<file path="src/design/dls_pkg.sv">
// Purpose: Shared constants and types of the link test supervisor
// Assumes: 250 MHz system clock, millisecond tick for all timeouts
// Notes: Times stand in their own unit; counts derive from them
package dls_pkg;

  // ----------------------------------------------------------------
  // Clock and tick
  // ----------------------------------------------------------------
  localparam int CLK_KHZ = 250000;
  localparam int TICK_MS = 1;
  localparam int TICK_CYCLES = CLK_KHZ * TICK_MS;
  localparam int MS_PER_S = 1000;
  localparam int MSW = 16;

  // ----------------------------------------------------------------
  // Timeouts
  // ----------------------------------------------------------------
  localparam int START_TO_S = 50;
  localparam int DATA_TO_S = 4;
  localparam int PAT_RST_TO_S = 60;
  localparam int RDL_TO_S = 60;
  localparam int PAT_RUN_S = 45;
  localparam int BRK_NS_S = 10;
  localparam int RATE_BLINK_MS = 200;
  localparam int FLASH_MS = 400;
  localparam int ER_PULSE_MS = 50;

  localparam logic [MSW-1:0] START_TO = MSW'(START_TO_S * MS_PER_S / TICK_MS);
  localparam logic [MSW-1:0] DATA_TO = MSW'(DATA_TO_S * MS_PER_S / TICK_MS);
  localparam logic [MSW-1:0] PAT_RST_TO = MSW'(PAT_RST_TO_S * MS_PER_S / TICK_MS);
  localparam logic [MSW-1:0] RDL_TO = MSW'(RDL_TO_S * MS_PER_S / TICK_MS);
  localparam logic [MSW-1:0] PAT_RUN = MSW'(PAT_RUN_S * MS_PER_S / TICK_MS);
  localparam logic [MSW-1:0] BRK_NS = MSW'(BRK_NS_S * MS_PER_S / TICK_MS);
  localparam logic [MSW-1:0] BLINK_HALF = MSW'(RATE_BLINK_MS / 2 / TICK_MS);
  localparam logic [MSW-1:0] FLASH_LEN = MSW'(FLASH_MS / TICK_MS);
  localparam logic [MSW-1:0] ER_PULSE = MSW'(ER_PULSE_MS / TICK_MS);
  localparam logic [MSW-1:0] MS_ZERO = 16'h0000;
  localparam logic [MSW-1:0] MS_ONE = 16'h0001;

  // ----------------------------------------------------------------
  // Register map
  // ----------------------------------------------------------------
  localparam int AW = 8;
  localparam logic [AW-1:0] CTRL_OFF = 8'h00;
  localparam logic [AW-1:0] STAT_OFF = 8'h04;
  localparam int CTRL_LOOP_BIT = 0;
  localparam int CTRL_PAT_BIT = 1;
  localparam logic [1:0] CTRL_RST = 2'h0;
  localparam logic [1:0] RESP_OKAY = 2'h0;
  localparam logic [1:0] RESP_DECERR = 2'h3;

  // ----------------------------------------------------------------
  // Synchronised pins
  // ----------------------------------------------------------------
  localparam int PIN_N = 6;
  localparam int PIN_LOOP_SW = 0;
  localparam int PIN_PAT_SW = 1;
  localparam int PIN_DTE_LOOP = 2;
  localparam int PIN_DTE_PAT = 3;
  localparam int PIN_TXD = 4;
  localparam int PIN_RXD = 5;
  localparam logic [PIN_N-1:0] PIN_RST = 6'h30;

  // ----------------------------------------------------------------
  // Modes and data paths
  // ----------------------------------------------------------------
  typedef enum logic [3:0] {
    MD_START = 4'h1,
    MD_DATA = 4'h2,
    MD_LOOP1 = 4'h4,
    MD_LOOP2 = 4'h8
  } dls_mode_t;

  localparam logic [1:0] PATH_NORMAL = 2'h0;
  localparam logic [1:0] PATH_LOOP_CTL = 2'h1;
  localparam logic [1:0] PATH_LOOP_BOTH = 2'h2;
  localparam logic [1:0] PATH_REMOTE = 2'h3;

  typedef struct packed {
    dls_mode_t mode;
    logic [MSW-1:0] unf_ms;
    logic [MSW-1:0] brk_ms;
    logic [MSW-1:0] pat_ms;
    logic [MSW-1:0] flash_ms;
    logic [MSW-1:0] pulse_ms;
    logic [MSW-1:0] blink_ms;
    logic blink_ph;
    logic pat_on;
    logic pat_to;
    logic loop_prev;
    logic pat_prev;
    logic frame_prev;
    logic rate_bad;
    logic rate_done;
  } dls_state_t;

  typedef struct packed {
    logic link;
    logic td_green;
    logic rd_green;
    logic ns;
    logic er;
    logic tm;
    logic cts;
    logic cd;
    logic restart;
    logic pat_en;
    logic [1:0] path;
  } dls_led_t;

  localparam dls_state_t ST_RST = '{mode: MD_START, default: '0};
  localparam dls_led_t LED_RST = '{ns: 1'b1, td_green: 1'b0, rd_green: 1'b0, default: '0};

endpackage

</file>
<file path="src/design/dls_top.sv">
// Purpose: Link test supervisor: indicators, restart timing, loops, pattern timeout
// Assumes: Framer status and error pulses on the system clock; switches are async pins
// Notes: Registers over AXI4-Lite; all timeouts run off one millisecond tick
//
// Behaviour
// - Link indicator lit while framer link is up, off when down.
// - TD/RD indicators yellow for binary one, green for binary zero.
// - No-signal indicator lit whenever local unit is not linked to remote.
// - After a break, no-signal stays off until ten seconds elapse.
// - Error indicator blinks continuously after a pattern test times out.
// - Error pulse per CRC error in data mode, per bit error during pattern tests.
// - Unsupported DTE rate at power-up blinks error indicator every 200 ms.
// - Test-mode indicator lit in any test mode, local or remote request.
// - Valid management packet flashes test-mode indicator for 400 ms.
// - CTS and CD follow arrival of framed packets from the far end.
// - In data mode, four seconds of unframed packets restart the link.
// - Restart timeout 50 s start-up, 60 s pattern or remote-loop end.
// - Pattern generator stops after 45 s and normal path returns.
// - Timeout blinking ends only when pattern switch, DTE pattern pin and pattern register bit are all released.
// - Pattern injected after the framer, sent unframed for a peer detector.
// - Local loop returns toward local DTE; remote loop returns to line and passes on.
// - Local loop enters mode 1 while no-signal is lit, mode 2 otherwise.
// - Mode 1 loops local DTE data; on exit both units go to start-up.
// - Far unit in mode 1 keeps this unit in start-up, CTS/CD off.
// - Mode 2 loops local data in framer and far data in loop controller.
// - Leaving mode 2 returns to data mode with normal paths.
// - Loops and patterns start from panel switches or DTE request pins.
`timescale 1ns/1ps
`default_nettype none

module dls_top
  import dls_pkg::*;
#(
  parameter int TICK_LEN = TICK_CYCLES
) (
  input wire logic I_CLK,
  input wire logic I_RSTN,
  input wire logic [AW-1:0] I_AWADDR,
  input wire logic I_AWVALID,
  output logic O_AWREADY,
  input wire logic [31:0] I_WDATA,
  input wire logic [3:0] I_WSTRB,
  input wire logic I_WVALID,
  output logic O_WREADY,
  output logic [1:0] O_BRESP,
  output logic O_BVALID,
  input wire logic I_BREADY,
  input wire logic [AW-1:0] I_ARADDR,
  input wire logic I_ARVALID,
  output logic O_ARREADY,
  output logic [31:0] O_RDATA,
  output logic [1:0] O_RRESP,
  output logic O_RVALID,
  input wire logic I_RREADY,
  input wire logic [PIN_N-1:0] I_PINS,
  input wire logic I_FRAME_OK,
  input wire logic I_CRC_ERR,
  input wire logic I_BIT_ERR,
  input wire logic I_RATE_BAD,
  input wire logic I_REMOTE_TEST,
  input wire logic I_RDL_REMOTE,
  input wire logic I_MGMT_PKT,
  output logic O_LINK_UP_INDICATOR,
  output logic O_TD_GREEN,
  output logic O_RD_GREEN,
  output logic O_NO_SIGNAL_INDICATOR,
  output logic O_ERROR_INDICATOR,
  output logic O_TEST_MODE_INDICATOR,
  output logic O_CTS,
  output logic O_CD,
  output logic O_RESTART,
  output logic O_PAT_INJECT,
  output logic [1:0] O_PATH_SEL
);

  // ----------------------------------------------------------------
  // Helpers
  // ----------------------------------------------------------------
  function automatic logic [MSW-1:0] count_down(input logic [MSW-1:0] v, input logic tk);
    count_down = (tk && v != MS_ZERO) ? v - MS_ONE : v;
  endfunction

  function automatic logic hit(input logic [AW-1:0] a, input logic [AW-1:0] off);
    hit = (a[AW-1:2] == off[AW-1:2]);
  endfunction

  // ----------------------------------------------------------------
  // Millisecond tick
  // ----------------------------------------------------------------
  logic [31:0] tick_cnt_q, tick_cnt_d;
  logic tick_q, tick_d;

  always_comb begin
    if (tick_cnt_q == 32'(TICK_LEN - 1)) begin
      tick_cnt_d = 32'h0;
      tick_d = 1'b1;
    end else begin
      tick_cnt_d = tick_cnt_q + 32'h1;
      tick_d = 1'b0;
    end
  end

  always_ff @(posedge I_CLK or negedge I_RSTN) begin
    if (!I_RSTN) begin
      tick_cnt_q <= 32'h0;
      tick_q <= 1'b0;
    end else begin
      tick_cnt_q <= tick_cnt_d;
      tick_q <= tick_d;
    end
  end

  // ----------------------------------------------------------------
  // Pin synchronisers
  // ----------------------------------------------------------------
  // A pin changes only once the second and third stages agree
  logic [PIN_N-1:0] s1_q, s2_q, s3_q, pin_q, pin_d;

  always_comb begin
    pin_d = ((s2_q ~^ s3_q) & s3_q) | ((s2_q ^ s3_q) & pin_q);
  end

  always_ff @(posedge I_CLK or negedge I_RSTN) begin
    if (!I_RSTN) begin
      s1_q <= PIN_RST;
      s2_q <= PIN_RST;
      s3_q <= PIN_RST;
      pin_q <= PIN_RST;
    end else begin
      s1_q <= I_PINS;
      s2_q <= s1_q;
      s3_q <= s2_q;
      pin_q <= pin_d;
    end
  end

  // ----------------------------------------------------------------
  // AXI4-Lite slave
  // ----------------------------------------------------------------
  logic [1:0] ctrl_q, ctrl_d;
  logic aw_full_q, aw_full_d, w_full_q, w_full_d;
  logic [AW-1:0] awaddr_q, awaddr_d;
  logic [31:0] wdata_q, wdata_d;
  logic wstrb0_q, wstrb0_d;
  logic awrdy_q, awrdy_d, wrdy_q, wrdy_d, arrdy_q, arrdy_d;
  logic bvalid_q, bvalid_d, rvalid_q, rvalid_d;
  logic [1:0] bresp_q, bresp_d, rresp_q, rresp_d;
  logic [31:0] rdata_q, rdata_d;
  dls_state_t st_q, st_d;
  dls_led_t led_q, led_d;

  always_comb begin
    ctrl_d = ctrl_q;
    aw_full_d = aw_full_q;
    w_full_d = w_full_q;
    awaddr_d = awaddr_q;
    wdata_d = wdata_q;
    wstrb0_d = wstrb0_q;
    bvalid_d = bvalid_q;
    bresp_d = bresp_q;
    rvalid_d = rvalid_q;
    rresp_d = rresp_q;
    rdata_d = rdata_q;
    if (I_AWVALID && awrdy_q) begin
      aw_full_d = 1'b1;
      awaddr_d = I_AWADDR;
    end
    if (I_WVALID && wrdy_q) begin
      w_full_d = 1'b1;
      wdata_d = I_WDATA;
      wstrb0_d = I_WSTRB[0];
    end
    if (bvalid_q && I_BREADY) begin
      bvalid_d = 1'b0;
    end
    if (aw_full_q && w_full_q && !bvalid_q) begin
      aw_full_d = 1'b0;
      w_full_d = 1'b0;
      bvalid_d = 1'b1;
      if (hit(awaddr_q, CTRL_OFF)) begin
        bresp_d = RESP_OKAY;
        if (wstrb0_q) begin
          ctrl_d = wdata_q[1:0];
        end
      end else if (hit(awaddr_q, STAT_OFF)) begin
        bresp_d = RESP_OKAY;
      end else begin
        bresp_d = RESP_DECERR;
      end
    end
    awrdy_d = !aw_full_d && !bvalid_d;
    wrdy_d = !w_full_d && !bvalid_d;
    if (rvalid_q && I_RREADY) begin
      rvalid_d = 1'b0;
    end
    if (I_ARVALID && arrdy_q) begin
      rvalid_d = 1'b1;
      if (hit(I_ARADDR, CTRL_OFF)) begin
        rresp_d = RESP_OKAY;
        rdata_d = {30'h0, ctrl_q};
      end else if (hit(I_ARADDR, STAT_OFF)) begin
        rresp_d = RESP_OKAY;
        rdata_d = {22'h0, st_q.rate_bad, st_q.pat_to, st_q.pat_on, led_q.ns, led_q.link,
                   led_q.tm, st_q.mode};
      end else begin
        rresp_d = RESP_DECERR;
        rdata_d = 32'h0;
      end
    end
    arrdy_d = !rvalid_d;
  end

  always_ff @(posedge I_CLK or negedge I_RSTN) begin
    if (!I_RSTN) begin
      ctrl_q <= CTRL_RST;
      aw_full_q <= 1'b0;
      w_full_q <= 1'b0;
      awaddr_q <= 8'h00;
      wdata_q <= 32'h0;
      wstrb0_q <= 1'b0;
      awrdy_q <= 1'b0;
      wrdy_q <= 1'b0;
      arrdy_q <= 1'b0;
      bvalid_q <= 1'b0;
      bresp_q <= RESP_OKAY;
      rvalid_q <= 1'b0;
      rresp_q <= RESP_OKAY;
      rdata_q <= 32'h0;
    end else begin
      ctrl_q <= ctrl_d;
      aw_full_q <= aw_full_d;
      w_full_q <= w_full_d;
      awaddr_q <= awaddr_d;
      wdata_q <= wdata_d;
      wstrb0_q <= wstrb0_d;
      awrdy_q <= awrdy_d;
      wrdy_q <= wrdy_d;
      arrdy_q <= arrdy_d;
      bvalid_q <= bvalid_d;
      bresp_q <= bresp_d;
      rvalid_q <= rvalid_d;
      rresp_q <= rresp_d;
      rdata_q <= rdata_d;
    end
  end

  // ----------------------------------------------------------------
  // Supervisor
  // ----------------------------------------------------------------
  logic loop_req, pat_req, loop_rise, pat_rise, link_up, test_on;
  logic [MSW-1:0] limit;

  always_comb begin
    st_d = st_q;
    led_d = led_q;
    loop_req = pin_q[PIN_LOOP_SW] | pin_q[PIN_DTE_LOOP] | ctrl_q[CTRL_LOOP_BIT];
    pat_req = pin_q[PIN_PAT_SW] | pin_q[PIN_DTE_PAT] | ctrl_q[CTRL_PAT_BIT];
    loop_rise = loop_req && !st_q.loop_prev;
    pat_rise = pat_req && !st_q.pat_prev;
    st_d.loop_prev = loop_req;
    st_d.pat_prev = pat_req;
    st_d.frame_prev = I_FRAME_OK;
    st_d.brk_ms = count_down(st_q.brk_ms, tick_q);
    st_d.pat_ms = count_down(st_q.pat_ms, tick_q);
    st_d.flash_ms = count_down(st_q.flash_ms, tick_q);
    st_d.pulse_ms = count_down(st_q.pulse_ms, tick_q);
    st_d.blink_ms = count_down(st_q.blink_ms, tick_q);
    if (tick_q && st_q.blink_ms == MS_ZERO) begin
      st_d.blink_ms = BLINK_HALF - MS_ONE;
      st_d.blink_ph = !st_q.blink_ph;
    end
    // The rate strap is caught once, in the first cycle after reset release
    if (!st_q.rate_done) begin
      st_d.rate_done = 1'b1;
      st_d.rate_bad = I_RATE_BAD;
    end
    // Pattern test overrides, then remote-loop end, then mode
    if (st_q.pat_on) begin
      limit = PAT_RST_TO;
    end else if (I_RDL_REMOTE) begin
      limit = RDL_TO;
    end else if (st_q.mode == MD_START) begin
      limit = START_TO;
    end else begin
      limit = DATA_TO;
    end
    // Mode 1 deliberately ignores the line, so it never restarts on it
    if (I_FRAME_OK || st_q.mode == MD_LOOP1) begin
      st_d.unf_ms = MS_ZERO;
    end else if (tick_q && st_q.unf_ms != limit) begin
      st_d.unf_ms = st_q.unf_ms + MS_ONE;
    end
    led_d.restart = 1'b0;
    case (st_q.mode)
      MD_START: begin
        if (loop_rise) begin
          st_d.mode = led_q.ns ? MD_LOOP1 : MD_LOOP2;
        end else if (I_FRAME_OK) begin
          st_d.mode = MD_DATA;
        end
      end
      MD_DATA: begin
        if (loop_rise) begin
          st_d.mode = led_q.ns ? MD_LOOP1 : MD_LOOP2;
        end
      end
      MD_LOOP1: begin
        if (!loop_req) begin
          st_d.mode = MD_START;
        end
      end
      MD_LOOP2: begin
        if (!loop_req) begin
          st_d.mode = MD_DATA;
        end
      end
      default: begin
        st_d.mode = MD_START;
      end
    endcase
    if (st_q.mode != MD_LOOP1 && st_q.unf_ms >= limit) begin
      st_d.mode = MD_START;
      st_d.unf_ms = MS_ZERO;
      led_d.restart = 1'b1;
    end
    if (st_q.frame_prev && !I_FRAME_OK && st_q.mode != MD_START) begin
      st_d.brk_ms = BRK_NS;
    end
    // Mode 2 leaves the generator without a data path
    if (pat_rise && !st_q.pat_on && !st_q.pat_to && st_q.mode != MD_LOOP2) begin
      st_d.pat_on = 1'b1;
      st_d.pat_ms = PAT_RUN;
    end else if (st_q.pat_on && st_q.pat_ms == MS_ZERO) begin
      st_d.pat_on = 1'b0;
      st_d.pat_to = 1'b1;
    end
    if (!pat_req) begin
      st_d.pat_on = 1'b0;
      st_d.pat_to = 1'b0;
    end
    if (st_q.pat_on ? I_BIT_ERR : (I_CRC_ERR && st_q.mode == MD_DATA)) begin
      st_d.pulse_ms = ER_PULSE;
    end
    if (I_MGMT_PKT) begin
      st_d.flash_ms = FLASH_LEN;
    end
    link_up = I_FRAME_OK && (st_d.mode == MD_DATA || st_d.mode == MD_LOOP2);
    test_on = st_d.mode == MD_LOOP1 || st_d.mode == MD_LOOP2 || st_d.pat_on || st_d.pat_to
              || I_REMOTE_TEST || I_RDL_REMOTE;
    led_d.link = link_up;
    led_d.ns = !link_up && st_d.brk_ms == MS_ZERO;
    led_d.td_green = !pin_q[PIN_TXD];
    led_d.rd_green = !pin_q[PIN_RXD];
    led_d.er = (st_d.pulse_ms != MS_ZERO) || ((st_d.pat_to || st_d.rate_bad) && st_d.blink_ph);
    led_d.tm = (st_d.flash_ms != MS_ZERO) ? st_d.blink_ph : test_on;
    led_d.cts = I_FRAME_OK;
    led_d.cd = I_FRAME_OK;
    led_d.pat_en = st_d.pat_on;
    if (st_d.mode == MD_LOOP1) begin
      led_d.path = PATH_LOOP_CTL;
    end else if (st_d.mode == MD_LOOP2) begin
      led_d.path = PATH_LOOP_BOTH;
    end else if (I_RDL_REMOTE) begin
      led_d.path = PATH_REMOTE;
    end else begin
      led_d.path = PATH_NORMAL;
    end
  end

  always_ff @(posedge I_CLK or negedge I_RSTN) begin
    if (!I_RSTN) begin
      st_q <= ST_RST;
      led_q <= LED_RST;
    end else begin
      st_q <= st_d;
      led_q <= led_d;
    end
  end

  // ----------------------------------------------------------------
  // Outputs
  // ----------------------------------------------------------------
  assign O_AWREADY = awrdy_q;
  assign O_WREADY = wrdy_q;
  assign O_BVALID = bvalid_q;
  assign O_BRESP = bresp_q;
  assign O_ARREADY = arrdy_q;
  assign O_RVALID = rvalid_q;
  assign O_RRESP = rresp_q;
  assign O_RDATA = rdata_q;
  assign O_LINK_UP_INDICATOR = led_q.link;
  assign O_TD_GREEN = led_q.td_green;
  assign O_RD_GREEN = led_q.rd_green;
  assign O_NO_SIGNAL_INDICATOR = led_q.ns;
  assign O_ERROR_INDICATOR = led_q.er;
  assign O_TEST_MODE_INDICATOR = led_q.tm;
  assign O_CTS = led_q.cts;
  assign O_CD = led_q.cd;
  assign O_RESTART = led_q.restart;
  assign O_PAT_INJECT = led_q.pat_en;
  assign O_PATH_SEL = led_q.path;

endmodule

`default_nettype wire

</file>
<file path="config.mk">
export PLATFORM = sky130hd
export DESIGN_NAME = dls_top
export DESIGN_NICKNAME = d
export VERILOG_FILES = /design/src/design/dls_pkg.sv /design/src/design/dls_top.sv
export SDC_FILE = /design/constraint.sdc
export NUM_CORES = 1
export LEC_CHECK = 0
export BUFFER_PORTS_ARGS = -buffer_cell sky130_fd_sc_hd__buf_2
export CAP_MARGIN = 20
export CORE_ASPECT_RATIO = 0.7
export CORE_UTILIZATION = 40
export DETAILED_ROUTE_END_ITERATION = 8
export GPL_TIMING_DRIVEN = 0
export PLACE_DENSITY = 0.63
export SLEW_MARGIN = 40
export SYNTH_ARGS = -nofsm -noshare
export SYNTH_HDL_FRONTEND = slang
export SYNTH_SLANG_ARGS = --single-unit
export TNS_END_PERCENT = 30
</file>
<file path="constraint.sdc">
create_clock -name I_CLK -period 9.05 [get_ports I_CLK]
set_input_delay 2.2625 -clock I_CLK [delete_from_list [all_inputs] [get_ports I_CLK]]
set_output_delay 2.2625 -clock I_CLK [all_outputs]
set_load 0.05 [all_outputs]
</file>
# Yosys cells after proc, flatten, opt, wreduce, memory -nomap -nowiden

Cells that the tools add are included.

Flip-flop bits (word level): 230
Input port bits: 72
Output and inout bits: 53

$add $sub $neg: 7
Order comparisons: 1
Equal/unequal tests: 14
Mux-type cells: 50
Bitwise gates (word level): 9
Reductions and logical operators: 68

Operator list:

| operator              | count |
|---|---|
| $mux 16               | 14 |
| $reduce_bool 16->1    | 7 |
| $sub 16x1->16 const B | 5 |
| $logic_not 16->1      | 3 |
| $add 32x1->32 const B | 1 |
| $eq 32x18->1 const B  | 1 |
| $mux 32               | 1 |
| $logic_and 1x1->1     | 29 |
| $mux 4                | 6 |
| $mux 10               | 2 |
| $mux 2                | 10 |
| $mux 20               | 1 |
| $mux 17               | 1 |
| $add 16x1->16 const B | 1 |
| $ge 16x16->1          | 1 |
| $ne 16x16->1          | 1 |
| $pmux 4 s4            | 1 |
| $logic_not 1->1       | 14 |
| $mux 1                | 14 |
| $and 6x6->6           | 2 |
| $eq 6x1->1 const B    | 2 |
| $logic_not 6->1       | 2 |
| $logic_or 1x1->1      | 9 |
| $eq 4x2->1 const B    | 2 |
| other kinds (13)      | 19 |

# Logic depth before layout (Yosys ltp)

Gate-level depths: netlist (run 1).

Depth in word-level cells: 16
Depth in mapped cells: 14
Depth with buffers taken out: 11

# Least setup slack after synthesis (run 1)

No wires, ideal clock.

Path kind: input to register
From: in I_RDL_REMOTE
To: reg st_q[100] (netlist bit)
Setup time: 0.072 ns
Arrival: 4.568 ns
Data required time: 8.978 ns
Setup slack: 4.410 ns
Stages: 13
Path through: or2_2 clkbuf_1 inv_1 nand2_1 ha_1 and4_1 o21ai_0 a21oi_1 a21o_1 or3_1 clkbuf_1 clkbuf_1 nor2_1

Longest elaborated chain between the ends: 5
Elaborated cells between the ends (all ways): 8
Those cells by class: order compare (1); eq/ne (1); mux (3); reduce/logical (3)

Ends and longest elaborated chain:

| what                                                          | RTL line                       | text |
|---|---|---|
| start: declaration                                            | dls_top.sv:61                  | `input wire logic I_RDL_REMOTE,` |
| $mux 16 *                                                     | dls_top.sv:280                 | `end else if (I_RDL_REMOTE) begin` |
| $mux 16 *                                                     | dls_top.sv:278                 | `if (st_q.pat_on) begin` |
| $ge 16x16->1 or $ne 16x16->1 (tied branches)                  | dls_top.sv:321, dls_top.sv:290 |  |
| $logic_and 1x1->1, on equally long branches                   | dls_top.sv:321, dls_top.sv:290 |  |
| $reduce_bool 3->1 (no source line) or $mux 20 (tied branches) | -                              |  |
| end signal: assignment                                        | dls_top.sv:375                 | `st_q <= st_d;` |
| end: declaration                                              | dls_top.sv:149                 | `dls_state_t st_q, st_d;` |

Mark *: on every way between the ends. The rest lies on a longest branch, timed or not.
A chain may end at the register's enable or synchronous reset.

# Worst setup path in the final report (run 1)

Ends and elaborated chain as after synthesis.

==> summary.txt, run 1 <==
Power and ir drop
  – Worst VDD drop: 170 uV
  – Leakage power summed over all cells: 5.23 nW
  – Power per cell area: 204 mW/mm^2

Route
  – Starting DRT DRC Count: 409
  – Drt total wl: 20300 microns
  – DR vias/cell: 4.99
  – Routed length per placed instance: 14.2 microns
  – Remaining DRCs: 0
  – Antenna violation net count after detailed routing: 0
  – Via count of the routed design: 7119
  – First-pass detailed-route iteration total: 5

Synth
  – Number of standard cells after synthesis: 983
  – Area contributors post-synth: dfrtp_1 49%, xor2_1 5.2%, nor2_1 5.1%, xnor2_1 4.1%, ha_1 3.0%
  – Dominant combinational cell family by area after synthesis: simple AND/OR/NAND/NOR gates
  – Fraction of synthesized cell area taken by the top area cell type: 48.9%
  – Adder and majority cell fraction of the synthesized area: 3.02%
  – Complex-gate fraction of the synthesized area: 7.67%
  – Post-synthesis instance area: 0.00993 sq mm
  – Share of cell area taken by muxes after synthesis: 2.29%
  – Async SR Flop Fraction: 100%
  – Distinct cells, synth: 62
  – Largest area contributor in the synthesized netlist: dfrtp_1
  – Simple-gate share of the synthesized area: 21.8%
  – Sequential share of the synthesized area: 51.5%
  – Yosys Warn Count: 0
  – Area share of xor/xnor cells in the synthesized design: 9.26%
  – Flip-flop and latch count after synthesis: 204
  – EDFF count, synth: 0
  – Most common flop cell mapped by yosys: dfrtp_1
  – Post-Syn Area per Cell: 10.1 sq um

CTS
  – Clk sink count: 204
  – Clock root buffer: clkbuf_16
  – TritonCTS clock tree: built
  – Clock-pin slew on the worst setup and hold paths: 0.06 ns
  – Number of buffers added by the clock tree synthesis step: 22
  – H-tree depth: 1
  – Insertion delay of the later-clocked pin in the worst-skew pair: 0.52 ns
  – Number of buffers on the longest clock path: 3
  – Hold buffer count at CTS: 0
  – Post CTS Setup Buffer Count: 0
  – Post-CTS Resized: 0

STA
  – Hold Violations, Final: 0
  – Post-layout worst setup margin: 4.22 ns
  – Clock skew: 0.0213 ns
  – Final setup violation count: 0
  – Worst slew margin relative to its limit: 44.9%
  – Minimum period implied by the final worst setup slack: 4.83 ns
  – Total negative slack for setup checks: 0 ns
  – Worst hold margin: 0.348 ns
  – Fin crit share: 53.4%
  – Fmax: 207 MHz
  – RSZ-0062 raised after global routing: no
  – Slew @ Worst Pin: 0.814 ns
  – Max-slew violations: 0

Die
  – Die width: 190 microns
  – Placement Rows: 47
  – Core Region: 0.0240 sq mm
  – Vertical die dimension: 134 microns
  – Number of I/O pins: 125
  – Initial Utilization: 41.4%
  – Full die area: 0.0255 sq mm

Final layout
  – Design Area, Final: 0.0116 sq mm
  – Number of antenna cells inserted: 0
  – Share of final-layout standard cells stronger than drive strength 1: 16.1%
  – Area overhead of the layout relative to synthesis: 17.2%
  – Number of nets in the layout: 1190

Setup path
  – Critical Path End Type: register
  – Worst path most repeated cell: clkbuf_1
  – CP Max Fanout: 10
  – Arr. time, crit path: 5.20 ns
  – Critical path required time: 9.42 ns
  – Cell-by-cell listing of the critical path: buf_2 -> or2_2 -> clkbuf_1 -> nor2_1 -> ha_1 -> nor4bb_1 -> a311oi_1 -> o31ai_1 -> a21o_1 -> or3_1 -> clkbuf_1 -> clkbuf_1 -> nor2_1
  – Family with the most delay on the worst path: simple AND/OR/NAND/NOR gates
  – Crit-path slowest cell: o31ai_1
  – Combined buffer and inverter count along the critical path: 4
  – Largest stage delay on the critical path: 0.39 ns
  – Worst Setup Start Kind: input pin
  – Critical path class: input pin to register

GRT
  – Largest net degree at the start of global routing: 75
  – Initial antenna violation count: 0
  – Global-route wire length before repair: 34900 microns
  – GRT Overall Usage: 16.6%
  – Number of global-route vias before repair: 6925
  – Overflow left after global routing: 0

Placement
  – Final weighted congestion in routability-driven placement: 0.872
  – Worst setup timing slack at the placement stage: 3.70 ns
  – Placed instance area: 0.0108 sq mm
  – Post-DP HPWL: 14200 microns
  – Total of buffers placed on input and output ports: 64

Min path
  – Worst min-delay path class: register to register

Status
  – Status: finished, final reports clean

Job
  – Max-cap violation count: 0
==> synth_stat cells, types with 3 or more instances <==
cell type and number:
o31ai_1 3, o21ai_1 3, mux2_2 14, nand2b_1 4, inv_1 34, a21oi_1 31, dfstp_2 10, a21o_1 11
nand3b_1 8, o21ai_0 23, xnor2_1 46, nor3_1 38, dfrtp_1 194, xor2_1 59, o211ai_1 4, nor2_1 134
and4_1 5, nor2b_1 10, and3_1 12, nor4b_1 11, and2_1 8, or3_1 12, a22o_1 9, nand2_1 76
clkbuf_1 20, ha_1 24, or4_1 11, a211o_1 3, nor3b_1 5, buf_2 4, nor4_1 26, a41oi_1 3
mux2i_1 7, or2_2 5, nand3_1 35, a211oi_1 9, buf_4 25, nand4_1 16
==> final cells by class <==
cell class | count | area, sq um
Inverter | 35 | 131
Clock buffer | 25 | 592
Multi-Input combinational cell | 714 | 4500
Timing Repair Buffer | 66 | 385
Buffer | 51 | 305
Sequential cell | 204 | 5120
Tap cell | 318 | 398
Clock inverter | 15 | 203
Fill cell | 2204 | 12400
==> where the power goes <==
group	leakage, nW	total (mW)	internal [mW]	switching [mW]
clock network	0.377	0.968	0.588	0.380
logic	2.26	0.392	0.123	0.269
registers	2.59	1.01	0.979	0.0355
total	5.23	2.37	1.69	0.684
==> cell families (layout without fill, tap and decap cells) <==
family | after synthesis | in the layout
AND/OR/NAND/NOR | 427 | 427
flip-flops | 204 | 204
AO/OA/AOI/OAI | 114 | 114
XOR/XNOR | 105 | 105
buffers and inverters | 86 | 192
adder cells (fa/ha/maj) | 24 | 24
multiplexers | 21 | 21
other | 2 | 23
==> sequential cells by signal (all words and copies together) (netlist names), 2 cells and up <==
register and cells:
O_RDATA 10, O_PATH_SEL 2, s1_q 6, s3_q 6, tick_cnt_q 32, pin_q 6, wdata_q 2, awaddr_q 6
ctrl_q 2, st_q 106, s2_q 6
==> cells in the final DEF (no fill, tap or decap), types with 24 or more instances in the layout <==
master	count
xor2_1	59
xnor2_1	46
ha_1	24
nor2_1	134
nor4_1	25
nand3_1	35
nand2_1	76
buf_4	25
inv_1	34
a21oi_1	31
nor3_1	37
buf_2	67
dfrtp_1	194
==> metal layers <==
layer	track usage (%)	vias to the layer above	wire length [microns]
met3	2.85	25	823
li1	-	3597	-
met4	3.29	0	379
met5	0	-	0
met2	23.3	129	8230
met1	26.4	3368	10900
==> path summary, 6_finish.rpt <==
check                           depth (start not counted)  slack (ns)        end    startpoint
worst max register to register                         13        5.00  st_q[100]     st_q[104]
min in group asynchronous                               1        1.72   st_q[97]        I_RSTN
worst max-delay path                                   13        4.22  st_q[100]  I_RDL_REMOTE
worst min-delay path                                    0        0.35    s2_q[3]       s1_q[3]
max in group asynchronous                               2        6.57    s2_q[4]        I_RSTN
worst min register to register                          0        0.35    s2_q[3]       s1_q[3]
==> stage by stage <==
stage / std cells / power [mW] / util, %
2_1_floorplan: 1004 / 1.30 / -
3_3_place_gp: 1386 / 1.41 / 44.7
3_5_place_dp: 1388 / 1.42 / 45.1
4_1_cts: 1428 / 2.41 / 48.4
5_1_grt: 1428 / 2.49 / 48.5
6_report: 1428 / 2.37 / 48.5
Power figures use the tool's default switching activity.
==> inputs of run 2 (changes only) <==
--- a/config.mk
+++ b/config.mk
@@ -5,13 +5,14 @@
 export SDC_FILE = /design/constraint.sdc
 export NUM_CORES = 1
 export LEC_CHECK = 0
+export ABC_AREA = 1
 export BUFFER_PORTS_ARGS = -buffer_cell sky130_fd_sc_hd__buf_2
 export CAP_MARGIN = 20
 export CORE_ASPECT_RATIO = 0.7
 export CORE_UTILIZATION = 40
 export DETAILED_ROUTE_END_ITERATION = 8
 export GPL_TIMING_DRIVEN = 0
-export PLACE_DENSITY = 0.63
+export PLACE_DENSITY = 0.64
 export SLEW_MARGIN = 40
 export SYNTH_ARGS = -nofsm -noshare
 export SYNTH_HDL_FRONTEND = slang
==> constraint.sdc (replaced) <==
create_clock -name I_CLK -period 3.9 [get_ports I_CLK]
set_input_delay 0.975 -clock I_CLK [delete_from_list [all_inputs] [get_ports I_CLK]]
set_output_delay 0.975 -clock I_CLK [all_outputs]
set_load 0.05 [all_outputs]
==> summary.txt, run 2 <==
Route
  – Routed length per placed instance: 13.2 microns (-7.3%)
  – Antenna violation net count after detailed routing: 0 (unchanged)
  – First-pass detailed-route iteration total: 5 (unchanged)
  – Starting DRT DRC Count: 654 (+60%)
  – Remaining DRCs: 0 (unchanged)
  – DR vias/cell: 4.82 (-3.2%)
  – Drt total wl: 25400 microns (+25%)
  – Via count of the routed design: 9290 (+30%)

Die
  – Initial Utilization: 41.2% (-0.21 points)
  – Vertical die dimension: 142 microns (+5.9%)
  – Number of I/O pins: 125 (unchanged)
  – Core Region: 0.0271 sq mm (+13%)
  – Die width: 202 microns (+5.9%)
  – Placement Rows: 50 (+6.4%)
  – Full die area: 0.0286 sq mm (+12%)

Synth
  – Async SR Flop Fraction: 100% (unchanged)
  – EDFF count, synth: 0 (unchanged)
  – Area contributors post-synth: dfrtp_1 44%, nand2_1 13%, inv_1 6.7%, nor2_1 6.3%, nand3_1 3.7%
  – Sequential share of the synthesized area: 45.9% (-5.7 points)
  – Largest area contributor in the synthesized netlist: dfrtp_1
  – Most frequently used cell type in the post-synthesis netlist: nand2_1
  – Distinct cells, synth: 53 (-15%)
  – Number of standard cells after synthesis: 1434 (+46%)
  – Post-Syn Area per Cell: 7.78 sq um (-23%)
  – Flip-flop and latch count after synthesis: 204 (unchanged)
  – Fraction of synthesized cell area taken by the top area cell type: 43.5% (-5.4 points)
  – Post-synthesis instance area: 0.0112 sq mm (+12%)
  – Top cells by count, synth: 372 x nand2_1, 199 x inv_1, 194 x dfrtp_1
  – Most common flop cell mapped by yosys: dfrtp_1
  – Yosys Warn Count: 0 (unchanged)

CTS
  – Clock-pin slew on the worst setup and hold paths: 0.06 ns (about the same)
  – TritonCTS clock tree: built
  – Number of buffers on the longest clock path: 3 (unchanged)
  – H-tree depth: 1 (unchanged)
  – Clock root buffer: clkbuf_16
  – Number of buffers added by the clock tree synthesis step: 22 (unchanged)
  – Post-CTS Resized: 0 (unchanged)
  – Hold buffer count at CTS: 0 (unchanged)
  – Post CTS Setup Buffer Count: 0 (unchanged)
  – Insertion delay of the later-clocked pin in the worst-skew pair: 0.52 ns (about the same)
  – Clk sink count: 204 (unchanged)

Final layout
  – Sequential cell area: 0.00512 sq mm (unchanged)
  – Design Area, Final: 0.0129 sq mm (+11%)
  – Multi-input gate area: 0.00507 sq mm (+13%)
  – Max FFs per register: 106 (unchanged)
  – Commonest non-fill, non-tap cell in the layout: nand2_1
  – Number of nets in the layout: 1642 (+38%)
  – Post-Layout Cell Count: 1926 (+35%)
  – Number of antenna cells inserted: 0 (unchanged)
  – Most flops, register: st_q
  – Area overhead of the layout relative to synthesis: 15.3%
  – Count of filler cells inserted in the layout: 2630 (+19%)
  – Share of final-layout standard cells stronger than drive strength 1: 13.3% (-2.9 points)
  – Most frequent cells in the layout: 372 x nand2_1, 199 x inv_1, 194 x dfrtp_1, 187 x nor2_1, 82 x nand3_1

Min path
  – Worst min-delay path class: register to register

Power and ir drop
  – Power per cell area: 440 mW/mm^2 (+120%)
  – Worst VDD drop: 475 uV (+180%)
  – Total design power: 5.66 mW (+140%)
  – Leakage power summed over all cells: 6.72 nW (+29%)

Placement
  – Final weighted congestion in routability-driven placement: 0.909 (+4.2%)
  – Total of buffers placed on input and output ports: 65 (+1.6%)
  – Placed instance area: 0.0121 sq mm (+12%)
  – Worst setup timing slack at the placement stage: 0.828 ns (-2.87 ns)
  – Placed Cells: 1886 (+36%)
  – Post-DP HPWL: 18900 microns (+33%)

STA
  – Post-layout worst setup margin: 1.26 ns (-2.96 ns)
  – Fmax: 379 MHz
  – Max-slew violations: 0 (unchanged)
  – Final setup violation count: 0 (unchanged)
  – Slew @ Worst Pin: 0.715 ns (-0.0992 ns)
  – RSZ-0062 raised after global routing: no
  – Minimum period implied by the final worst setup slack: 2.64 ns
  – Fin crit share: 67.7%
  – Worst slew margin relative to its limit: 52.1% (+7.1 points)
  – Total negative slack for setup checks: 0 ns (unchanged)
  – Clock skew: 0.0119 ns (-0.00943 ns)
  – Hold Violations, Final: 0 (unchanged)

GRT
  – Number of global-route vias before repair: 8359 (+21%)
  – Global-route wire length before repair: 42100 microns (+21%)
  – Overflow left after global routing: 0 (unchanged)
  – Initial antenna violation count: 0 (unchanged)
  – GRT Overall Usage: 18.1% (+1.5 points)
  – Largest net degree at the start of global routing: 77 (+2.7%)

Job
  – Max-cap violation count: 0 (unchanged)

Setup path
  – Arr. time, crit path: 3.09 ns (-2.11 ns)
  – Critical path class: register to register
  – Worst Setup Start Kind: register
  – Critical path required time: 4.35 ns (-5.07 ns)
  – Critical Path End Type: register
  – CP Max Fanout: 8 (-2)

Status
  – Status: finished, final reports clean
run 2: cell types whose count changed in the layout (fill, tap and decap cells not counted), moves of 12 or more:
cell,delta
clkbuf_1,-16
nor2_1,+53
xor2_1,-18
mux2_2,-12
or3_1,-12
xnor2_1,-27
nand3_1,+47
o21ai_0,+40
inv_1,+165
nor4_1,-16
nand2_1,+296
run 2: power breakdown:
group          switching (mW)  internal (mW)  total, mW
logic                   0.727          0.265      0.992
clock network           0.876           1.37       2.25
registers               0.132           2.30       2.43
run 2: kinds of logic after synthesis:
family | synth area share [%]
AO/OA/AOI/OAI | 6.26
XOR/XNOR | 4.86
adder cells (fa/ha/maj) | 2.69
buffers and inverters | 9.34
flip-flops | 45.9
multiplexers | 0.202
other | 0.0673
AND/OR/NAND/NOR | 30.7
run 2: final timing paths:
path	startpoint	endpoint	slack, ns	cells past startpoint
max in group asynchronous	I_RSTN	s3_q[3]	2.39	3
min in group asynchronous	I_RSTN	st_q[100]	0.40	1
max reg2reg	O_PAT_INJECT	O_TEST_MODE_INDICATOR	1.26	15
min	s1_q[3]	s2_q[3]	0.35	0
min reg2reg	s1_q[3]	s2_q[3]	0.35	0
max	O_PAT_INJECT	O_TEST_MODE_INDICATOR	1.26	15
run 2: critical path, stage by stage, from the launching register on:
cell	delay (ns)
dfrtp_1	0.55
nor2_4	0.27
inv_1	0.11
nor2_1	0.24
ha_1	0.31
a21oi_1	0.13
nand2_1	0.07
nand4_1	0.08
nand2_1	0.05
inv_1	0.07
nand3_1	0.08
nand2_1	0.16
nand2_1	0.15
nand3_1	0.17
nand2_1	0.06
nand2_1	0.06
run 2: stage by stage:
| stage | hold WS, ns | util [%] |
|---|---|---|
| after floorplan | 0.331 | - |
| after global placement | 0.335 | 44.4 |
| after detailed placement | 0.335 | 44.6 |
| after CTS | 0.348 | 47.5 |
| after global routing | 0.357 | 47.5 |
| final | 0.346 | 47.5 |
run 2: layout make-up:
class / instances / area share, %
plain buffers: 41 / 2.21
clock buffers: 29 / 5.04
clock inverters: 11 / 1.06
inverters: 202 / 5.89
multi-input cells: 1008 / 39.4
flip-flops and latches: 204 / 39.8
well taps: 364 / 3.54
repair buffers: 67 / 3.03
run 2: routing by layer:
metal  vias up  track usage, %  routed length [microns]
met3        33            3.03                     1230
met1      4347            28.5                    13600
li1       4718               -                        -
met4         0            3.23                      412
met2       192            25.8                    10200
met5         -               0                        0
